## config.mk

```make
export PLATFORM = sky130hd
export DESIGN_NAME = lai_line_alarm_interrupt_latch
export DESIGN_NICKNAME = d
export VERILOG_FILES = /design/src/lai_pkg.sv /design/src/lai_line_alarm_interrupt_latch.sv
export SDC_FILE = /design/constraint.sdc
export NUM_CORES = 1
export LEC_CHECK = 0
export BUFFER_PORTS_ARGS = -buffer_cell sky130_fd_sc_hd__buf_2
export CAP_MARGIN = 20
export CORE_MARGIN = 3
export CORE_UTILIZATION = 60
export CTS_CLUSTER_DIAMETER = 80
export CTS_CLUSTER_SIZE = 16
export DETAILED_ROUTE_END_ITERATION = 16
export PLACE_DENSITY = 0.78
export SYNTH_ARGS = -nofsm -noshare
export SYNTH_HDL_FRONTEND = slang
export SYNTH_SLANG_ARGS = --single-unit
export TNS_END_PERCENT = 30
```

## constraint.sdc

```tcl
create_clock -name clk -period 23.4 [get_ports clk]
set_input_delay 4.68 -clock clk [delete_from_list [all_inputs] [get_ports clk]]
set_output_delay 4.68 -clock clk [all_outputs]
set_load 0.01 [all_outputs]
```

## src/lai_pkg.sv

```systemverilog
////////////////////////////////////////////////////////////////////////////////
// Shared constants for the line alarm interrupt latch
package lai_pkg;

    // Channel geometry
    localparam int          NUM_CH       = 9;          // Channel 0 plus channels 1 to 8
    localparam int          ADDR_W       = 11;         // Register address width
    localparam int          DATA_W       = 8;          // Register data width
    localparam logic [4:0]  CH0_BLOCK    = 5'h1f;      // Address block of channel 0
    localparam logic [4:0]  LAST_BLOCK   = 5'h07;      // Last block of channels 1 to 8

    // Register offsets inside one channel block
    localparam logic [5:0]  OFF_EDGE_SEL = 6'h1b;      // edge_select_reg
    localparam logic [5:0]  OFF_MASK1    = 6'h1c;      // Mask for alarm and code status
    localparam logic [5:0]  OFF_MASK2    = 6'h1d;      // Mask for error event status
    localparam logic [5:0]  OFF_STATE1   = 6'h1f;      // Live alarm and code state
    localparam logic [5:0]  OFF_ST1      = 6'h21;      // alarm_code_interrupt_status
    localparam logic [5:0]  OFF_ST2      = 6'h22;      // error_event_interrupt_status

    // Bit positions of the first status register and live state register
    localparam int          B_SYS_ALARM  = 7;
    localparam int          B_LINE_ALARM = 6;
    localparam int          B_PAT_SYNC   = 5;
    localparam int          B_LOOP_UP    = 1;
    localparam int          B_LOOP_DOWN  = 0;

    // Bit positions of the second status register
    localparam int          B_SYS_BPV    = 5;
    localparam int          B_LINE_BPV   = 4;
    localparam int          B_SYS_EXZ    = 3;
    localparam int          B_LINE_EXZ   = 2;
    localparam int          B_PAT_ERR    = 1;
    localparam int          B_CNT_OVF    = 0;

    // Edge select bit positions
    localparam int          B_ES_ALARM   = 6;
    localparam int          B_ES_SYNC    = 5;
    localparam int          B_ES_LOOP    = 0;

    // Implemented bits of each register
    localparam logic [7:0]  VALID1       = 8'he3;
    localparam logic [7:0]  VALID2       = 8'h3f;
    localparam logic [7:0]  VALID_ES     = 8'h61;

    // Reset values
    localparam logic [7:0]  RST_ST       = 8'h00;
    localparam logic [7:0]  RST_MASK1    = 8'he3;
    localparam logic [7:0]  RST_MASK2    = 8'h3f;
    localparam logic [7:0]  RST_ES       = 8'h00;
    localparam logic [4:0]  RST_PREV     = 5'h00;

endpackage : lai_pkg

```

## src/lai_line_alarm_interrupt_latch.sv

```systemverilog
// Local design decision: the strobed register port.
`timescale 1ns/1ps
`default_nettype none

module lai_line_alarm_interrupt_latch (
    input  wire logic                       clk,
    input  wire logic                       reset,
    input  wire logic                       ce,
    input  wire logic [lai_pkg::ADDR_W-1:0] addr,
    input  wire logic [lai_pkg::DATA_W-1:0] wdata,
    input  wire logic                       wr,
    input  wire logic                       rd,
    input  wire logic [lai_pkg::NUM_CH-1:0] sys_alarm_state,
    input  wire logic [lai_pkg::NUM_CH-1:0] line_alarm_state,
    input  wire logic [lai_pkg::NUM_CH-1:0] pattern_sync_state,
    input  wire logic [lai_pkg::NUM_CH-1:0] loop_up_code_state,
    input  wire logic [lai_pkg::NUM_CH-1:0] loop_down_code_state,
    input  wire logic [lai_pkg::NUM_CH-1:0] sys_bipolar_violation_evt,
    input  wire logic [lai_pkg::NUM_CH-1:0] line_bipolar_violation_evt,
    input  wire logic [lai_pkg::NUM_CH-1:0] sys_excess_zero_evt,
    input  wire logic [lai_pkg::NUM_CH-1:0] line_excess_zero_evt,
    input  wire logic [lai_pkg::NUM_CH-1:0] pattern_error_evt,
    input  wire logic [lai_pkg::NUM_CH-1:0] err_counter_overflow_evt,
    output logic      [lai_pkg::DATA_W-1:0] rdata,
    output logic                            irq_n
);

    ////////////////////////////////////////////////////////////////////////////
    // Storage
    logic [7:0] st1_q   [lai_pkg::NUM_CH];   // Alarm and code sticky status
    logic [7:0] st1_d   [lai_pkg::NUM_CH];
    logic [7:0] st2_q   [lai_pkg::NUM_CH];   // Error event sticky status
    logic [7:0] st2_d   [lai_pkg::NUM_CH];
    logic [7:0] mask1_q [lai_pkg::NUM_CH];   // Mask for first status register
    logic [7:0] mask1_d [lai_pkg::NUM_CH];
    logic [7:0] mask2_q [lai_pkg::NUM_CH];   // Mask for second status register
    logic [7:0] mask2_d [lai_pkg::NUM_CH];
    logic [7:0] es_q    [lai_pkg::NUM_CH];   // Edge select per channel
    logic [7:0] es_d    [lai_pkg::NUM_CH];
    logic [4:0] prev_q  [lai_pkg::NUM_CH];   // Last sampled live state
    logic [4:0] prev_d  [lai_pkg::NUM_CH];
    logic [7:0] rdata_q;                     // Read data, valid one cycle
    logic [7:0] rdata_d;
    logic       irq_n_q;                     // Registered interrupt pin
    logic       irq_n_d;

    logic       hit;                         // Address falls in a channel block
    logic [3:0] hit_ch;                      // Channel addressed
    logic [5:0] hit_off;                     // Offset inside the block

    ////////////////////////////////////////////////////////////////////////////
    // Address decode: channels 1 to 8 in blocks 0 to 7, channel 0 in top block
    always_comb begin
        hit     = 1'b0;
        hit_ch  = 4'h0;
        hit_off = addr[5:0];
        if (addr[10:6] == lai_pkg::CH0_BLOCK) begin
            hit    = 1'b1;
            hit_ch = 4'h0;
        end else if (addr[10:6] <= lai_pkg::LAST_BLOCK) begin
            hit    = 1'b1;
            hit_ch = 4'(addr[9:6]) + 4'h1;
        end
    end

    ////////////////////////////////////////////////////////////////////////////
    // Next state of every channel's registers
    always_comb begin
        logic [4:0] cur;
        logic [4:0] sel;
        logic [4:0] set5;
        logic [7:0] set1;
        logic [7:0] set2;
        logic [7:0] clr1;
        logic [7:0] clr2;
        logic       sel_ch;
        cur    = 5'h00;
        sel    = 5'h00;
        set5   = 5'h00;
        set1   = 8'h00;
        set2   = 8'h00;
        clr1   = 8'h00;
        clr2   = 8'h00;
        sel_ch = 1'b0;
        for (int c = 0; c < lai_pkg::NUM_CH; c++) begin
            // Live state in the layout of the first status register, packed
            cur = {sys_alarm_state[c], line_alarm_state[c], pattern_sync_state[c],
                   loop_up_code_state[c], loop_down_code_state[c]};
            // Both alarms share one select, both loop codes share another
            sel = {es_q[c][lai_pkg::B_ES_ALARM], es_q[c][lai_pkg::B_ES_ALARM],
                   es_q[c][lai_pkg::B_ES_SYNC], es_q[c][lai_pkg::B_ES_LOOP],
                   es_q[c][lai_pkg::B_ES_LOOP]};
            // Select 1 takes any change, select 0 rising only
            set5 = (sel & (cur ^ prev_q[c])) | (~sel & cur & ~prev_q[c]);
            set1 = 8'h00;
            set1[lai_pkg::B_SYS_ALARM]  = set5[4];
            set1[lai_pkg::B_LINE_ALARM] = set5[3];
            set1[lai_pkg::B_PAT_SYNC]   = set5[2];
            set1[lai_pkg::B_LOOP_UP]    = set5[1];
            set1[lai_pkg::B_LOOP_DOWN]  = set5[0];
            set2 = 8'h00;
            set2[lai_pkg::B_SYS_BPV]  = sys_bipolar_violation_evt[c];
            set2[lai_pkg::B_LINE_BPV] = line_bipolar_violation_evt[c];
            set2[lai_pkg::B_SYS_EXZ]  = sys_excess_zero_evt[c];
            set2[lai_pkg::B_LINE_EXZ] = line_excess_zero_evt[c];
            set2[lai_pkg::B_PAT_ERR]  = pattern_error_evt[c];
            set2[lai_pkg::B_CNT_OVF]  = err_counter_overflow_evt[c];
            // Write strobe aimed at this channel
            sel_ch = wr && hit && (hit_ch == 4'(c));
            clr1 = (sel_ch && hit_off == lai_pkg::OFF_ST1) ? wdata : 8'h00;
            clr2 = (sel_ch && hit_off == lai_pkg::OFF_ST2) ? wdata : 8'h00;
            // A new event in the clearing cycle wins over the clear
            st1_d[c] = ((st1_q[c] & ~clr1) | set1) & lai_pkg::VALID1;
            st2_d[c] = ((st2_q[c] & ~clr2) | set2) & lai_pkg::VALID2;
            // Plain read/write configuration registers
            mask1_d[c] = (sel_ch && hit_off == lai_pkg::OFF_MASK1)
                       ? (wdata & lai_pkg::VALID1) : mask1_q[c];
            mask2_d[c] = (sel_ch && hit_off == lai_pkg::OFF_MASK2)
                       ? (wdata & lai_pkg::VALID2) : mask2_q[c];
            es_d[c]    = (sel_ch && hit_off == lai_pkg::OFF_EDGE_SEL)
                       ? (wdata & lai_pkg::VALID_ES) : es_q[c];
            prev_d[c]  = cur;
        end
    end

    ////////////////////////////////////////////////////////////////////////////
    // Read mux and interrupt pin
    always_comb begin
        logic [7:0] state1;
        logic       pend;
        state1  = 8'h00;
        pend    = 1'b0;
        rdata_d = 8'h00;
        // Live state of the addressed channel, in status layout
        state1[lai_pkg::B_SYS_ALARM]  = sys_alarm_state[hit_ch];
        state1[lai_pkg::B_LINE_ALARM] = line_alarm_state[hit_ch];
        state1[lai_pkg::B_PAT_SYNC]   = pattern_sync_state[hit_ch];
        state1[lai_pkg::B_LOOP_UP]    = loop_up_code_state[hit_ch];
        state1[lai_pkg::B_LOOP_DOWN]  = loop_down_code_state[hit_ch];
        if (rd && hit) begin
            case (hit_off)
                lai_pkg::OFF_ST1:      rdata_d = st1_q[hit_ch];
                lai_pkg::OFF_ST2:      rdata_d = st2_q[hit_ch];
                lai_pkg::OFF_MASK1:    rdata_d = mask1_q[hit_ch];
                lai_pkg::OFF_MASK2:    rdata_d = mask2_q[hit_ch];
                lai_pkg::OFF_EDGE_SEL: rdata_d = es_q[hit_ch];
                lai_pkg::OFF_STATE1:   rdata_d = state1;
                // Unmapped offsets read as zero
                default:               rdata_d = 8'h00;
            endcase
        end
        // Unmasked pending bits of all channels, from next values
        for (int c = 0; c < lai_pkg::NUM_CH; c++) begin
            pend = pend | (|(st1_d[c] & ~mask1_d[c])) | (|(st2_d[c] & ~mask2_d[c]));
        end
        irq_n_d = ~pend;
    end

    ////////////////////////////////////////////////////////////////////////////
    // Registers; clock enable low freezes everything
    always_ff @(posedge clk or posedge reset) begin
        if (reset) begin
            for (int c = 0; c < lai_pkg::NUM_CH; c++) begin
                st1_q[c]   <= lai_pkg::RST_ST;
                st2_q[c]   <= lai_pkg::RST_ST;
                mask1_q[c] <= lai_pkg::RST_MASK1;
                mask2_q[c] <= lai_pkg::RST_MASK2;
                es_q[c]    <= lai_pkg::RST_ES;
                prev_q[c]  <= lai_pkg::RST_PREV;
            end
            rdata_q <= 8'h00;
            irq_n_q <= 1'b1;
        end else if (ce) begin
            for (int c = 0; c < lai_pkg::NUM_CH; c++) begin
                st1_q[c]   <= st1_d[c];
                st2_q[c]   <= st2_d[c];
                mask1_q[c] <= mask1_d[c];
                mask2_q[c] <= mask2_d[c];
                es_q[c]    <= es_d[c];
                prev_q[c]  <= prev_d[c];
            end
            rdata_q <= rdata_d;
            irq_n_q <= irq_n_d;
        end
    end

    assign rdata = rdata_q;
    assign irq_n = irq_n_q;

    ////////////////////////////////////////////////////////////////////////////
    // Checks on channel 0 and channel 1, and of the pin against all channels
    logic wr_st1_ch0;   // Write to channel 0 first status register
    assign wr_st1_ch0 = wr && addr == {lai_pkg::CH0_BLOCK, lai_pkg::OFF_ST1};

    property p_sys_rise;
        @(posedge clk) disable iff (reset)
        ce && !prev_q[0][4] && sys_alarm_state[0] |=> st1_q[0][7];
    endproperty
    a_sys_rise: assert property (p_sys_rise) else $error("System alarm rise lost");

    property p_sys_fall;
        @(posedge clk) disable iff (reset)
        ce && es_q[0][6] && prev_q[0][4] && !sys_alarm_state[0] |=> st1_q[0][7];
    endproperty
    a_sys_fall: assert property (p_sys_fall) else $error("System alarm fall lost");

    property p_line_fall_ignored;
        @(posedge clk) disable iff (reset)
        ce && !es_q[0][6] && !st1_q[0][6] && prev_q[0][3] && !line_alarm_state[0]
        |=> !st1_q[0][6];
    endproperty
    a_line_fall_ignored: assert property (p_line_fall_ignored)
        else $error("Line alarm fall set bit with rising select");

    property p_sync_rise;
        @(posedge clk) disable iff (reset)
        ce && !prev_q[0][2] && pattern_sync_state[0] |=> st1_q[0][5];
    endproperty
    a_sync_rise: assert property (p_sync_rise) else $error("Pattern sync rise lost");

    property p_up_rise;
        @(posedge clk) disable iff (reset)
        ce && !prev_q[0][1] && loop_up_code_state[0] |=> st1_q[0][1];
    endproperty
    a_up_rise: assert property (p_up_rise) else $error("Loop-up rise lost");

    property p_down_fall;
        @(posedge clk) disable iff (reset)
        ce && es_q[0][0] && prev_q[0][0] && !loop_down_code_state[0] |=> st1_q[0][0];
    endproperty
    a_down_fall: assert property (p_down_fall) else $error("Loop-down fall lost");

    property p_w1c;
        @(posedge clk) disable iff (reset)
        ce && wr_st1_ch0 && wdata[7] && (sys_alarm_state[0] == prev_q[0][4])
        |=> !st1_q[0][7];
    endproperty
    a_w1c: assert property (p_w1c) else $error("Write one did not clear");

    property p_hold;
        @(posedge clk) disable iff (reset)
        st1_q[0][7] && !(ce && wr_st1_ch0 && wdata[7]) |=> st1_q[0][7];
    endproperty
    a_hold: assert property (p_hold) else $error("Sticky bit dropped");

    property p_irq;
        @(posedge clk) disable iff (reset)
        ce && (st1_d[0] & ~mask1_d[0]) != 8'h00 |=> !irq_n;
    endproperty
    a_irq: assert property (p_irq) else $error("Pending bit not on pin");

    // Any unmasked set bit in any channel, from the registered values
    logic open_any;
    always_comb begin
        open_any = 1'b0;
        for (int c = 0; c < lai_pkg::NUM_CH; c++) begin
            open_any = open_any | (|(st1_q[c] & ~mask1_q[c])) | (|(st2_q[c] & ~mask2_q[c]));
        end
    end

    // Masked bits may latch but never pull the pin; unmasked ones always do
    property p_masked;
        @(posedge clk) disable iff (reset)
        ce |=> irq_n == !open_any;
    endproperty
    a_masked: assert property (p_masked) else $error("Masked bit leaked");

    property p_ovf;
        @(posedge clk) disable iff (reset)
        ce && err_counter_overflow_evt[0] |=> st2_q[0][0];
    endproperty
    a_ovf: assert property (p_ovf) else $error("Counter overflow lost");

    property p_bpv;
        @(posedge clk) disable iff (reset)
        ce && sys_bipolar_violation_evt[1] |=> st2_q[1][5];
    endproperty
    a_bpv: assert property (p_bpv) else $error("Bipolar violation lost");

    property p_read_ch1;
        @(posedge clk) disable iff (reset)
        ce && rd && addr == 11'h022 |=> rdata == $past(st2_q[1]);
    endproperty
    a_read_ch1: assert property (p_read_ch1) else $error("Channel 1 read wrong");

    c_irq:   cover property (@(posedge clk) disable iff (reset) $fell(irq_n));
    c_clear: cover property (@(posedge clk) disable iff (reset) st1_q[0][7] ##1 !st1_q[0][7]);
    c_fall:  cover property (@(posedge clk) disable iff (reset) es_q[0][6] && $fell(sys_alarm_state[0]));

endmodule : lai_line_alarm_interrupt_latch

`default_nettype wire

```

== After elaboration in Yosys (flattened, before gate mapping) ==
Cells that the tools add are included.

* Flip-flop bits (word level): 324
* Input port bits: 123
* Output and inout bits: 9

* Add/subtract/negate cells: 1
* Magnitude comparators: 3
* Eq/ne operators: 15
* Multiplexer cells: 67
* Bitwise operators: 172
* Reduce and logical (&&, ||, !) cells: 84

{| class="wikitable"
|+ Operator list
! kind !! number
|-
| 8-bit two-way mux || 38
|-
| 8-bit NOT || 27
|-
| 8-bit binary-select mux with 4-bit select || 5
|-
| 8-bit AND || 18
|-
| 8-bit OR reduction || 18
|-
| 5-bit AND || 27
|-
| 5-bit NOT || 18
|-
| 6-bit by 8-bit AND with 8-bit output || 9
|-
| 8-bit OR || 9
|-
| 1-bit logical AND || 56
|-
| 6-bit AND || 9
|-
| 6-bit two-way mux || 9
|-
| 6-bit NOT || 9
|-
| 6-bit OR || 9
|-
| 8-bit case mux with 6 select lines || 1
|-
| 5-bit OR || 9
|-
| 5-bit bitwise XOR || 9
|-
| 6-bit by 5-bit == test with 1-bit output, second input constant || 4
|-
| 1-bit binary-select mux with 4-bit select || 5
|-
| 2-bit AND reduction || 9
|-
| 1-bit OR || 17
|-
| 4-bit by 3-bit == test with 1-bit output, second input constant || 4
|-
| 6-bit == test, second input constant || 2
|-
| 4-bit by 2-bit == test with 1-bit output, second input constant || 2
|-
| other kinds (12) || 19
|}

== Logic depth before layout (Yosys ltp) ==
Gate-level depths: netlist of the first run.

* Depth in word-level cells: 30
* Depth in mapped cells: 14
* Depth with buffers taken out: 10

== Worst setup path before layout of the first run ==
OpenSTA, ideal clock, no wires.

* Path kind: input port to flip-flop
* From: in addr[6] in the netlist's numbering
* To: reg irq_n_q, in the netlist irq_n
* Setup time: 0.096 ns
* Data arrival time: 7.118 ns
* Slack: 16.186 ns
* Cell stages on the path: 13
* Buffers on the path: 3
* Path through: ha_1 > clkbuf_1 > nand2_1 > or3_4 > buf_6 > a21oi_1 > buf_4 > nand3_1 > a22o_1 > a311oi_1 > nor4bb_1 > nand4_1 > o32ai_1

* Longest elaborated chain between the ends: 30

{| class="wikitable"
|+ Ends and longest elaborated chain
! what !! line !! source
|-
| start: declaration || lai_line_alarm_interrupt_latch.sv:9 || <nowiki>input wire logic [lai_pkg::ADDR_W-1:0] addr,</nowiki>
|-
| 4-bit by 1-bit adder with 4-bit output / 5-bit by 3-bit <= comparator with 1-bit output (equally long branches) || lai_line_alarm_interrupt_latch.sv:62, lai_line_alarm_interrupt_latch.sv:60 ||
|-
| 4-bit two-way mux / 1-bit two-way mux (equally long branches) || lai_line_alarm_interrupt_latch.sv:60 || <nowiki>end else if (addr[10:6] <= lai_pkg::LAST_BLOCK) begin</nowiki>
|-
| 4-bit two-way mux / 1-bit two-way mux (equally long branches) || lai_line_alarm_interrupt_latch.sv:57 || <nowiki>if (addr[10:6] == lai_pkg::CH0_BLOCK) begin</nowiki>
|-
| 4-bit logical NOT / 1-bit logical AND (equally long branches) || lai_line_alarm_interrupt_latch.sv:109 || <nowiki>sel_ch = wr && hit && (hit_ch == 4'(c));</nowiki>
|-
| 1-bit logical AND || lai_line_alarm_interrupt_latch.sv:109 ||
|-
| 1-bit logical AND, on equally long branches || lai_line_alarm_interrupt_latch.sv:110, lai_line_alarm_interrupt_latch.sv:111 ||
|-
| 8-bit two-way mux / 6-bit two-way mux (equally long branches) || lai_line_alarm_interrupt_latch.sv:110, lai_line_alarm_interrupt_latch.sv:111 ||
|-
| 8-bit NOT / 6-bit NOT (equally long branches) || lai_line_alarm_interrupt_latch.sv:113, lai_line_alarm_interrupt_latch.sv:114 ||
|-
| 8-bit AND / 6-bit AND (equally long branches) || lai_line_alarm_interrupt_latch.sv:113, lai_line_alarm_interrupt_latch.sv:114 ||
|-
| 8-bit OR / 6-bit OR (equally long branches) || lai_line_alarm_interrupt_latch.sv:113, lai_line_alarm_interrupt_latch.sv:114 ||
|-
| 8-bit AND / 6-bit by 8-bit AND with 8-bit output (equally long branches) || lai_line_alarm_interrupt_latch.sv:154 || <nowiki>pend = pend | (|(st1_d[c] & ~mask1_d[c])) | (|(st2_d[c] & ~mask2_d[c]));</nowiki>
|-
| 8-bit OR reduction || lai_line_alarm_interrupt_latch.sv:154 ||
|-
| 1-bit OR (16 in series) || lai_line_alarm_interrupt_latch.sv:154 ||
|-
| 1-bit OR (*) || lai_line_alarm_interrupt_latch.sv:154 ||
|-
| 1-bit NOT (*) || lai_line_alarm_interrupt_latch.sv:156 || <nowiki>irq_n_d = ~pend;</nowiki>
|-
| end signal: assignment || lai_line_alarm_interrupt_latch.sv:183 || <nowiki>irq_n_q <= irq_n_d;</nowiki>
|-
| end: declaration || lai_line_alarm_interrupt_latch.sv:44 || <nowiki>logic irq_n_q;</nowiki>
|}

Every way passes the cells marked *; elsewhere a longest branch is shown, timed or not.
A chain may end at the register's enable or synchronous reset.

== Final worst setup path of the first run ==
Ends and elaborated chain as after synthesis.

==> flow_summary.yaml, run 1 <==
status:
  status: "completed"
clock_tree:
  clock_sink_count: 324
  cts-buffers-inserted: 24
  ctsHoldBuffers: 0
  cts.clk_slew.worst_paths_ns: 0.09
  postCtsResizedCells: 0
  post-cts-setup-buffer-count: 0
  clock_latency_ns: 0.56
  cts_max_path_buffers: 3
  clock_tree.htree_level_count: 1
  cts_tree: "yes"
  cts-root-buf: "clkbuf_16"
logic_synthesis:
  syn_nets: 2206
  synth.yosys.warnings: 0
  mappedNetlistArea_sq_um: 18640
  synth.top_cells.by_count: "o21ai_0, nand2_1, dfrtp_1"
  synth_flop_cell: "dfrtp_1"
  asyncSetResetFlopFracSynth_pct: 100.0
  synth.distinct_cells: 76
  most_area_hungry_cell_type_in_the_yosys_netlist: "dfrtp_1"
  synth.most_common_cell: "o21ai_0"
  main_combinational_cell_family_by_area_after_synthesis: "compound AO/OA/AOI/OAI gates"
  yosys.area_share.adder_pct: 0.06711
  netlist_instances: 2082
  synth-simple-area-share_pct: 15.72
  synth.mux.area_fraction_pct: 11.86
  number_of_synthesized_flops_with_an_enable_pin: 0
  yosysSeqAreaShare_pct: 44.16
  synth_largest_type_area_fraction_pct: 30.07
  synth.ff_latch_count: 324
  yosys.area_share.xor_xnor_pct: 0.04698
  ys_top_cells_by_area: "dfrtp_1, dfstp_2, mux2_2"
  synth.avg_cell_area_sq_um: 8.954
  synth_compound_gate_area_share_pct: 24.04
sta:
  maxSlewViolCount: 0
  tcrit_tclk_final_pct: 36.79
  totalNegativeSetupSlack_ns: 0
  highest_clock_frequency_the_design_can_meet_ghz: 0.1161
  rsz0062_at_grt: "no"
  final.setup_skew_ns: 0.01843
  hold_viol: 0
  max_slew_margin_pct: 28.99
  worst_slew_pin_slew_ns: 1.061
  setup_violations: 0
  final.min_clock_period_ns: 8.610
grt:
  via_count_of_the_first_global_routing_pass: 17360
  maximum_number_of_pins_on_one_net_before_global_route_repair: 151
  grt_overflow_total: 0
  initial_antenna_violation_count: 9
  global_route_wire_length_before_repair_mm: 112.0
  grt_util_all_layers_pct: 44.20
worst_setup_path:
  crit_fanout: 23
  data_arrival_critical_path_ns: 9.08
  reg2regPathDepth: 8
  worst_reg2reg_path_endpoint: "irq_n$_DFFE_PP1P_"
  regToRegSetupSlack_ns: 21.05
  setup.worst_path.start_class: "input port"
  timing.rr.start: "es_q[24]$_DFFE_PP0P_"
  cp.required_ns: 23.87
  end_kind: "flop"
  worst-setup-path-type: "input port to flop"
drt:
  routed_wl_mm: 74.92
  dr_total_vias: 18480
  wire_per_inst_microns: 29.53
  firstDrtPassIters: 7
  ant_nets: 0
  post_drt_via_cell_ratio: 7.285
  drtIter0Drc: 3150
  remaining_drc_errors: 0
placement:
  io_buffers: 131
  place_inst: 2488
  gp_congestion: 1.029
  dp_hpwl_mm: 52.09
worst_hold_path:
  hold_crit_class: "flop to flop"
  min_from: "mask2_q[15]$_DFFE_PP0P_"
  holdPathStages: 1
  timing.hold.worst_endpoint: "mask2_q[15]$_DFFE_PP0P_"
layout:
  layout.cells.non_filler: 2537
  share_of_cells_above_drive_strength_1_pct: 22.85
  final_net_count: 2250
  area_growth_pct: 8.651
floorplanning:
  boundaryPins: 132
  dieHeight_microns: 182.3
  area_of_the_die_sq_um: 33220
  core-area_sq_um: 30110
  placement_rows: 63
  floorplan.initialDensity_pct: 61.91
  die_width_microns: 182.3
run:
  max_cap_viol_count: 0
pwr:
  p_leak_nw: 7.919
  vdd_drop_max_mv: 0.06746
  finalPower_mw: 1.131
  p_per_area_nw_per_um2: 55.85
==> logic make-up after synthesis <==
kind of cell / after synthesis
mux: 200
xor+xnor: 1
flops: 324
simple gates: 625
fa+ha+maj: 1
compound gates: 736
buf+inv: 195
==> metrics by stage <==
stage	hold WS, ns	util, %	worst slack (ns)	instance area, sq um
2_1_floorplan	0.4478	-	9.916	18640
3_3_place_gp	0.4578	64.80	14.41	19510
3_5_place_dp	0.4713	64.82	14.19	19520
4_1_cts	0.4884	67.19	14.76	20230
5_1_grt	0.4967	67.24	14.60	20250
6_report	0.4846	67.27	14.79	20260
==> per-layer routing <==
layer | global-route usage, % | wire length (microns) | vias to the layer above
met5 | 0 | 70 | -
met4 | 16.33 | 3728 | 10
met3 | 12.64 | 11380 | 296
met2 | 63.98 | 31470 | 1649
met1 | 63.48 | 28270 | 8857
li1 | - | - | 7669
==> sequential cells by signal, indices dropped and copies added (netlist names) <==
| signal | flops |
|---|---|
| mask1_q | 72 |
| mask2_q | 72 |
| st2_q | 54 |
| prev_q | 45 |
| st1_q | 45 |
| es_q | 27 |
| rdata | 8 |
| irq_n | 1 |
==> worst max-delay path: stages <==
cell,delay (ns)
buf_2,0.19
ha_2,0.62
buf_4,0.43
nor2b_1,0.43
nand3_1,0.29
a21oi_1,0.59
buf_4,0.29
nand3_1,0.09
a22o_1,0.27
a311oi_1,0.38
nor4bb_1,0.43
nand4_1,0.15
o32ai_1,0.23
==> worst max path at each step <==
stage	slack, ns	startpoint	to	depth (start not counted)
detailed placement	14.19	addr[6]	irq_n$_DFFE_PP1P_	12
CTS	14.76	addr[6]	irq_n$_DFFE_PP1P_	12
finish	14.79	addr[6]	irq_n$_DFFE_PP1P_	13
floorplan	9.92	reset	es_q[0]$_DFFE_PP0P_	1
global placement	14.41	addr[6]	irq_n$_DFFE_PP1P_	12
global route	14.60	addr[6]	irq_n$_DFFE_PP1P_	13
==> report_power, final <==
part	internal, mW	switching (mW)	total [mW]
Clock	0.203	0.213	0.416
Sequential	0.571	0.00784	0.579
Combinational	0.0384	0.0980	0.136
==> area by class of cell <==
class	instances	area, sq um
fillers	2485	9856
multi-input cells	1563	9684
flip-flops and latches	324	8233
repair buffers	168	952.2
clock buffers	42	699.4
well taps	390	488.0
inverters	45	176.4
clock inverters	2	15.01
diodes	3	7.507
==> layout by cell type (no fill, tap or decap), types with 9 or more instances in the layout <==
master and n:
a21oi_1 198, buf_4 36, dfstp_2 100, clkbuf_1 16, o221ai_1 21, nor3_1 15, o21ai_0 261, nand2_1 238
dfrtp_1 224, and2_1 40, o211ai_1 14, o2bb2ai_1 12, o22ai_1 33, clkbuf_16 25, mux2i_1 33, a22oi_1 53
buf_2 130, nand3b_1 14, inv_1 43, nor2_1 133, nand4_1 10, nand2b_1 14, mux2_2 167, a211oi_1 9
nand3_1 90, a22o_1 29, a31oi_1 16, nor2b_1 17, o21a_1 25
Power figures use the tool's default switching activity.
==> run 2: changes to the inputs <==
--- a/config.mk
+++ b/config.mk
@@ -8,11 +8,11 @@
 export BUFFER_PORTS_ARGS = -buffer_cell sky130_fd_sc_hd__buf_2
 export CAP_MARGIN = 20
 export CORE_MARGIN = 3
-export CORE_UTILIZATION = 60
+export CORE_UTILIZATION = 55
 export CTS_CLUSTER_DIAMETER = 80
 export CTS_CLUSTER_SIZE = 16
 export DETAILED_ROUTE_END_ITERATION = 16
-export PLACE_DENSITY = 0.78
+export PLACE_DENSITY = 0.76
 export SYNTH_ARGS = -nofsm -noshare
 export SYNTH_HDL_FRONTEND = slang
 export SYNTH_SLANG_ARGS = --single-unit
==> constraint.sdc (replaced) <==
create_clock -name clk -period 7.9 [get_ports clk]
set_input_delay 1.58 -clock clk [delete_from_list [all_inputs] [get_ports clk]]
set_output_delay 1.58 -clock clk [all_outputs]
set_load 0.01 [all_outputs]
==> run 2 against run 1 <==
Compared with the run above: clock skew about the same; global-route usage decreased by 1.2 points; largest cell class unchanged; sequential power increased to 3.0 times the previous value; final cell count increased by 2.4%; clock power increased to 3.3 times the previous value; via count decreased by 0.47%; power increased to 3.1 times the previous value; die area increased by 8.8%.
==> flow_summary.yaml, run 2 (synthesis results as in run 1) <==
status:
  status: "completed"
worst_setup_path:
  setup.worst_path.start_class: "input port"
  crit_fanout: 32
  data_arrival_critical_path_ns: 5.81
  end_kind: "flop"
  cp.required_ns: 8.39
  worst-setup-path-type: "input port to flop"
sta:
  tcrit_tclk_final_pct: 67.31
  worst_slew_pin_slew_ns: 1.116
  final.min_clock_period_ns: 5.318
  final.setup_skew_ns: 0.01826
  hold_viol: 0
  final.hold.worst_slack_ns: 0.4870
  maxSlewViolCount: 0
  highest_clock_frequency_the_design_can_meet_ghz: 0.1880
  rsz0062_at_grt: "no"
  totalNegativeSetupSlack_ns: 0
  max_slew_margin_pct: 25.29
  setup_violations: 0
layout:
  share_of_cells_above_drive_strength_1_pct: 23.34
  mostFrequentLayoutCells: "o21ai_0, nand2_1, dfrtp_1"
  final_util_pct: 62.12
  area_growth_pct: 9.792
  final_net_count: 2259
  seqCellArea_sq_um: 8233
  filler_cell_count: 2882
  combined_area_of_the_multi_input_logic_cells_sq_um: 9679
  commonest_non_fill_non_tap_cell_in_the_layout: "o21ai_0"
  reg.largest.list: "mask1_q x72, mask2_q x72, st2_q x54"
grt:
  grt_use_met2_pct: 60.13
  via_count_of_the_first_global_routing_pass: 17280
  maximum_number_of_pins_on_one_net_before_global_route_repair: 85
  grt_util_all_layers_pct: 43.02
  grt.busiest_layer: "met1"
  met1_usage_pct: 61.41
  grt_util_met3_pct: 13.52
  grt_overflow_total: 0
  initial_antenna_violation_count: 4
  global_route_wire_length_before_repair_mm: 116.0
drt:
  routed_wl_mm: 78.59
  firstDrtPassIters: 6
  remaining_drc_errors: 0
  ant_nets: 0
  drtIter0Drc: 2690
  post_drt_via_cell_ratio: 7.078
  dr_total_vias: 18400
  wire_per_inst_microns: 30.24
clock_tree:
  cts.clk_slew.worst_paths_ns: 0.08
  cts_max_path_buffers: 3
  cts-root-buf: "clkbuf_16"
  clock_tree.htree_level_count: 1
  ctsHoldBuffers: 0
  clock_sink_count: 324
  clock_latency_ns: 0.58
  post-cts-setup-buffer-count: 0
  cts_tree: "yes"
  postCtsResizedCells: 0
  cts-buffers-inserted: 26
floorplanning:
  placement_rows: 66
  floorplan.initialDensity_pct: 56.58
  boundaryPins: 132
  dieHeight_microns: 190.1
  die_width_microns: 190.1
  core-area_sq_um: 32950
  area_of_the_die_sq_um: 36140
placement:
  dp_hpwl_mm: 55.86
  gp_congestion: 1.059
  io_buffers: 131
pwr:
  finalPower_mw: 3.483
  p_leak_nw: 8.011
  vdd_drop_max_mv: 0.2040
  p_per_area_nw_per_um2: 170.1
run:
  max_cap_viol_count: 0
worst_hold_path:
  hold_crit_class: "flop to flop"
## run 2: cell count changes in the layout (fill, tap and decap cells not counted), sizes merged
cell | before | now
clkinv | 1 | 3
diode | 3 | 2
clkbuf | 42 | 43
clkinvlp | 2 | 1
buf | 168 | 175
inv | 44 | 46
## run 2: through the flow
| step | setup slack, ns | area (sq um) | std cells |
|---|---|---|---|
| global placement | 2.216 | 19620 | 2548 |
| detailed placement | 2.147 | 19620 | 2548 |
| global route | 2.391 | 20470 | 2598 |
| finish | 2.582 | 20470 | 2599 |
| floorplan | 2.079 | 18650 | 2082 |
| CTS | 2.735 | 20460 | 2596 |
## run 2: final timing paths
check / from / to / slack (ns) / depth (start not counted)
max: addr[3] / irq_n$_DFFE_PP1P_ / 2.58 / 11
min: mask2_q[55]$_DFFE_PP0P_ / mask2_q[55]$_DFFE_PP0P_ / 0.49 / 1
max reg2reg: es_q[24]$_DFFE_PP0P_ / irq_n$_DFFE_PP1P_ / 5.49 / 8
min reg2reg: mask2_q[55]$_DFFE_PP0P_ / mask2_q[55]$_DFFE_PP0P_ / 0.49 / 1
max in group asynchronous: reset / prev_q[10]$_DFFE_PP0P_ / 5.02 / 4
min in group asynchronous: reset / st2_q[10]$_DFFE_PP0P_ / 0.89 / 2
## run 2: area by class of cell
| cell class | instances | area share (%) |
|---|---|---|
| clock inverter | 5 | 0.2201 |
| clock buffer | 43 | 3.851 |
| timing repair buffer | 175 | 4.847 |
| inverter | 45 | 0.8436 |
| antenna | 2 | 0.02445 |
| multi-input combinational | 1563 | 47.29 |
| tap | 442 | 2.702 |
| sequential | 324 | 40.22 |
## run 2: per-layer routing
| metal | routed length, microns | vias to the layer above |
|---|---|---|
| li1 | - | 7697 |
| met1 | 30950 | 8957 |
| met2 | 32250 | 1438 |
| met3 | 11070 | 295 |
| met4 | 4225 | 8 |
| met5 | 90 | - |
## run 2: power breakdown
part	switching (mW)	internal (mW)	leakage, nW	total, mW
clock	0.668	0.691	0.405	1.36
sequential	0.0232	1.69	3.55	1.71
combinational	0.295	0.114	4.06	0.409
## run 2: critical path: stages
cell and delay [ns]:
buf_2 0.13, nor4b_2 0.87, nand3b_1 0.85, buf_4 0.52, o21ai_0 0.19, a31o_2 0.18, o21ai_0 0.17, a311oi_1 0.40
nor4bb_1 0.51, nand4_1 0.15, o32ai_1 0.24
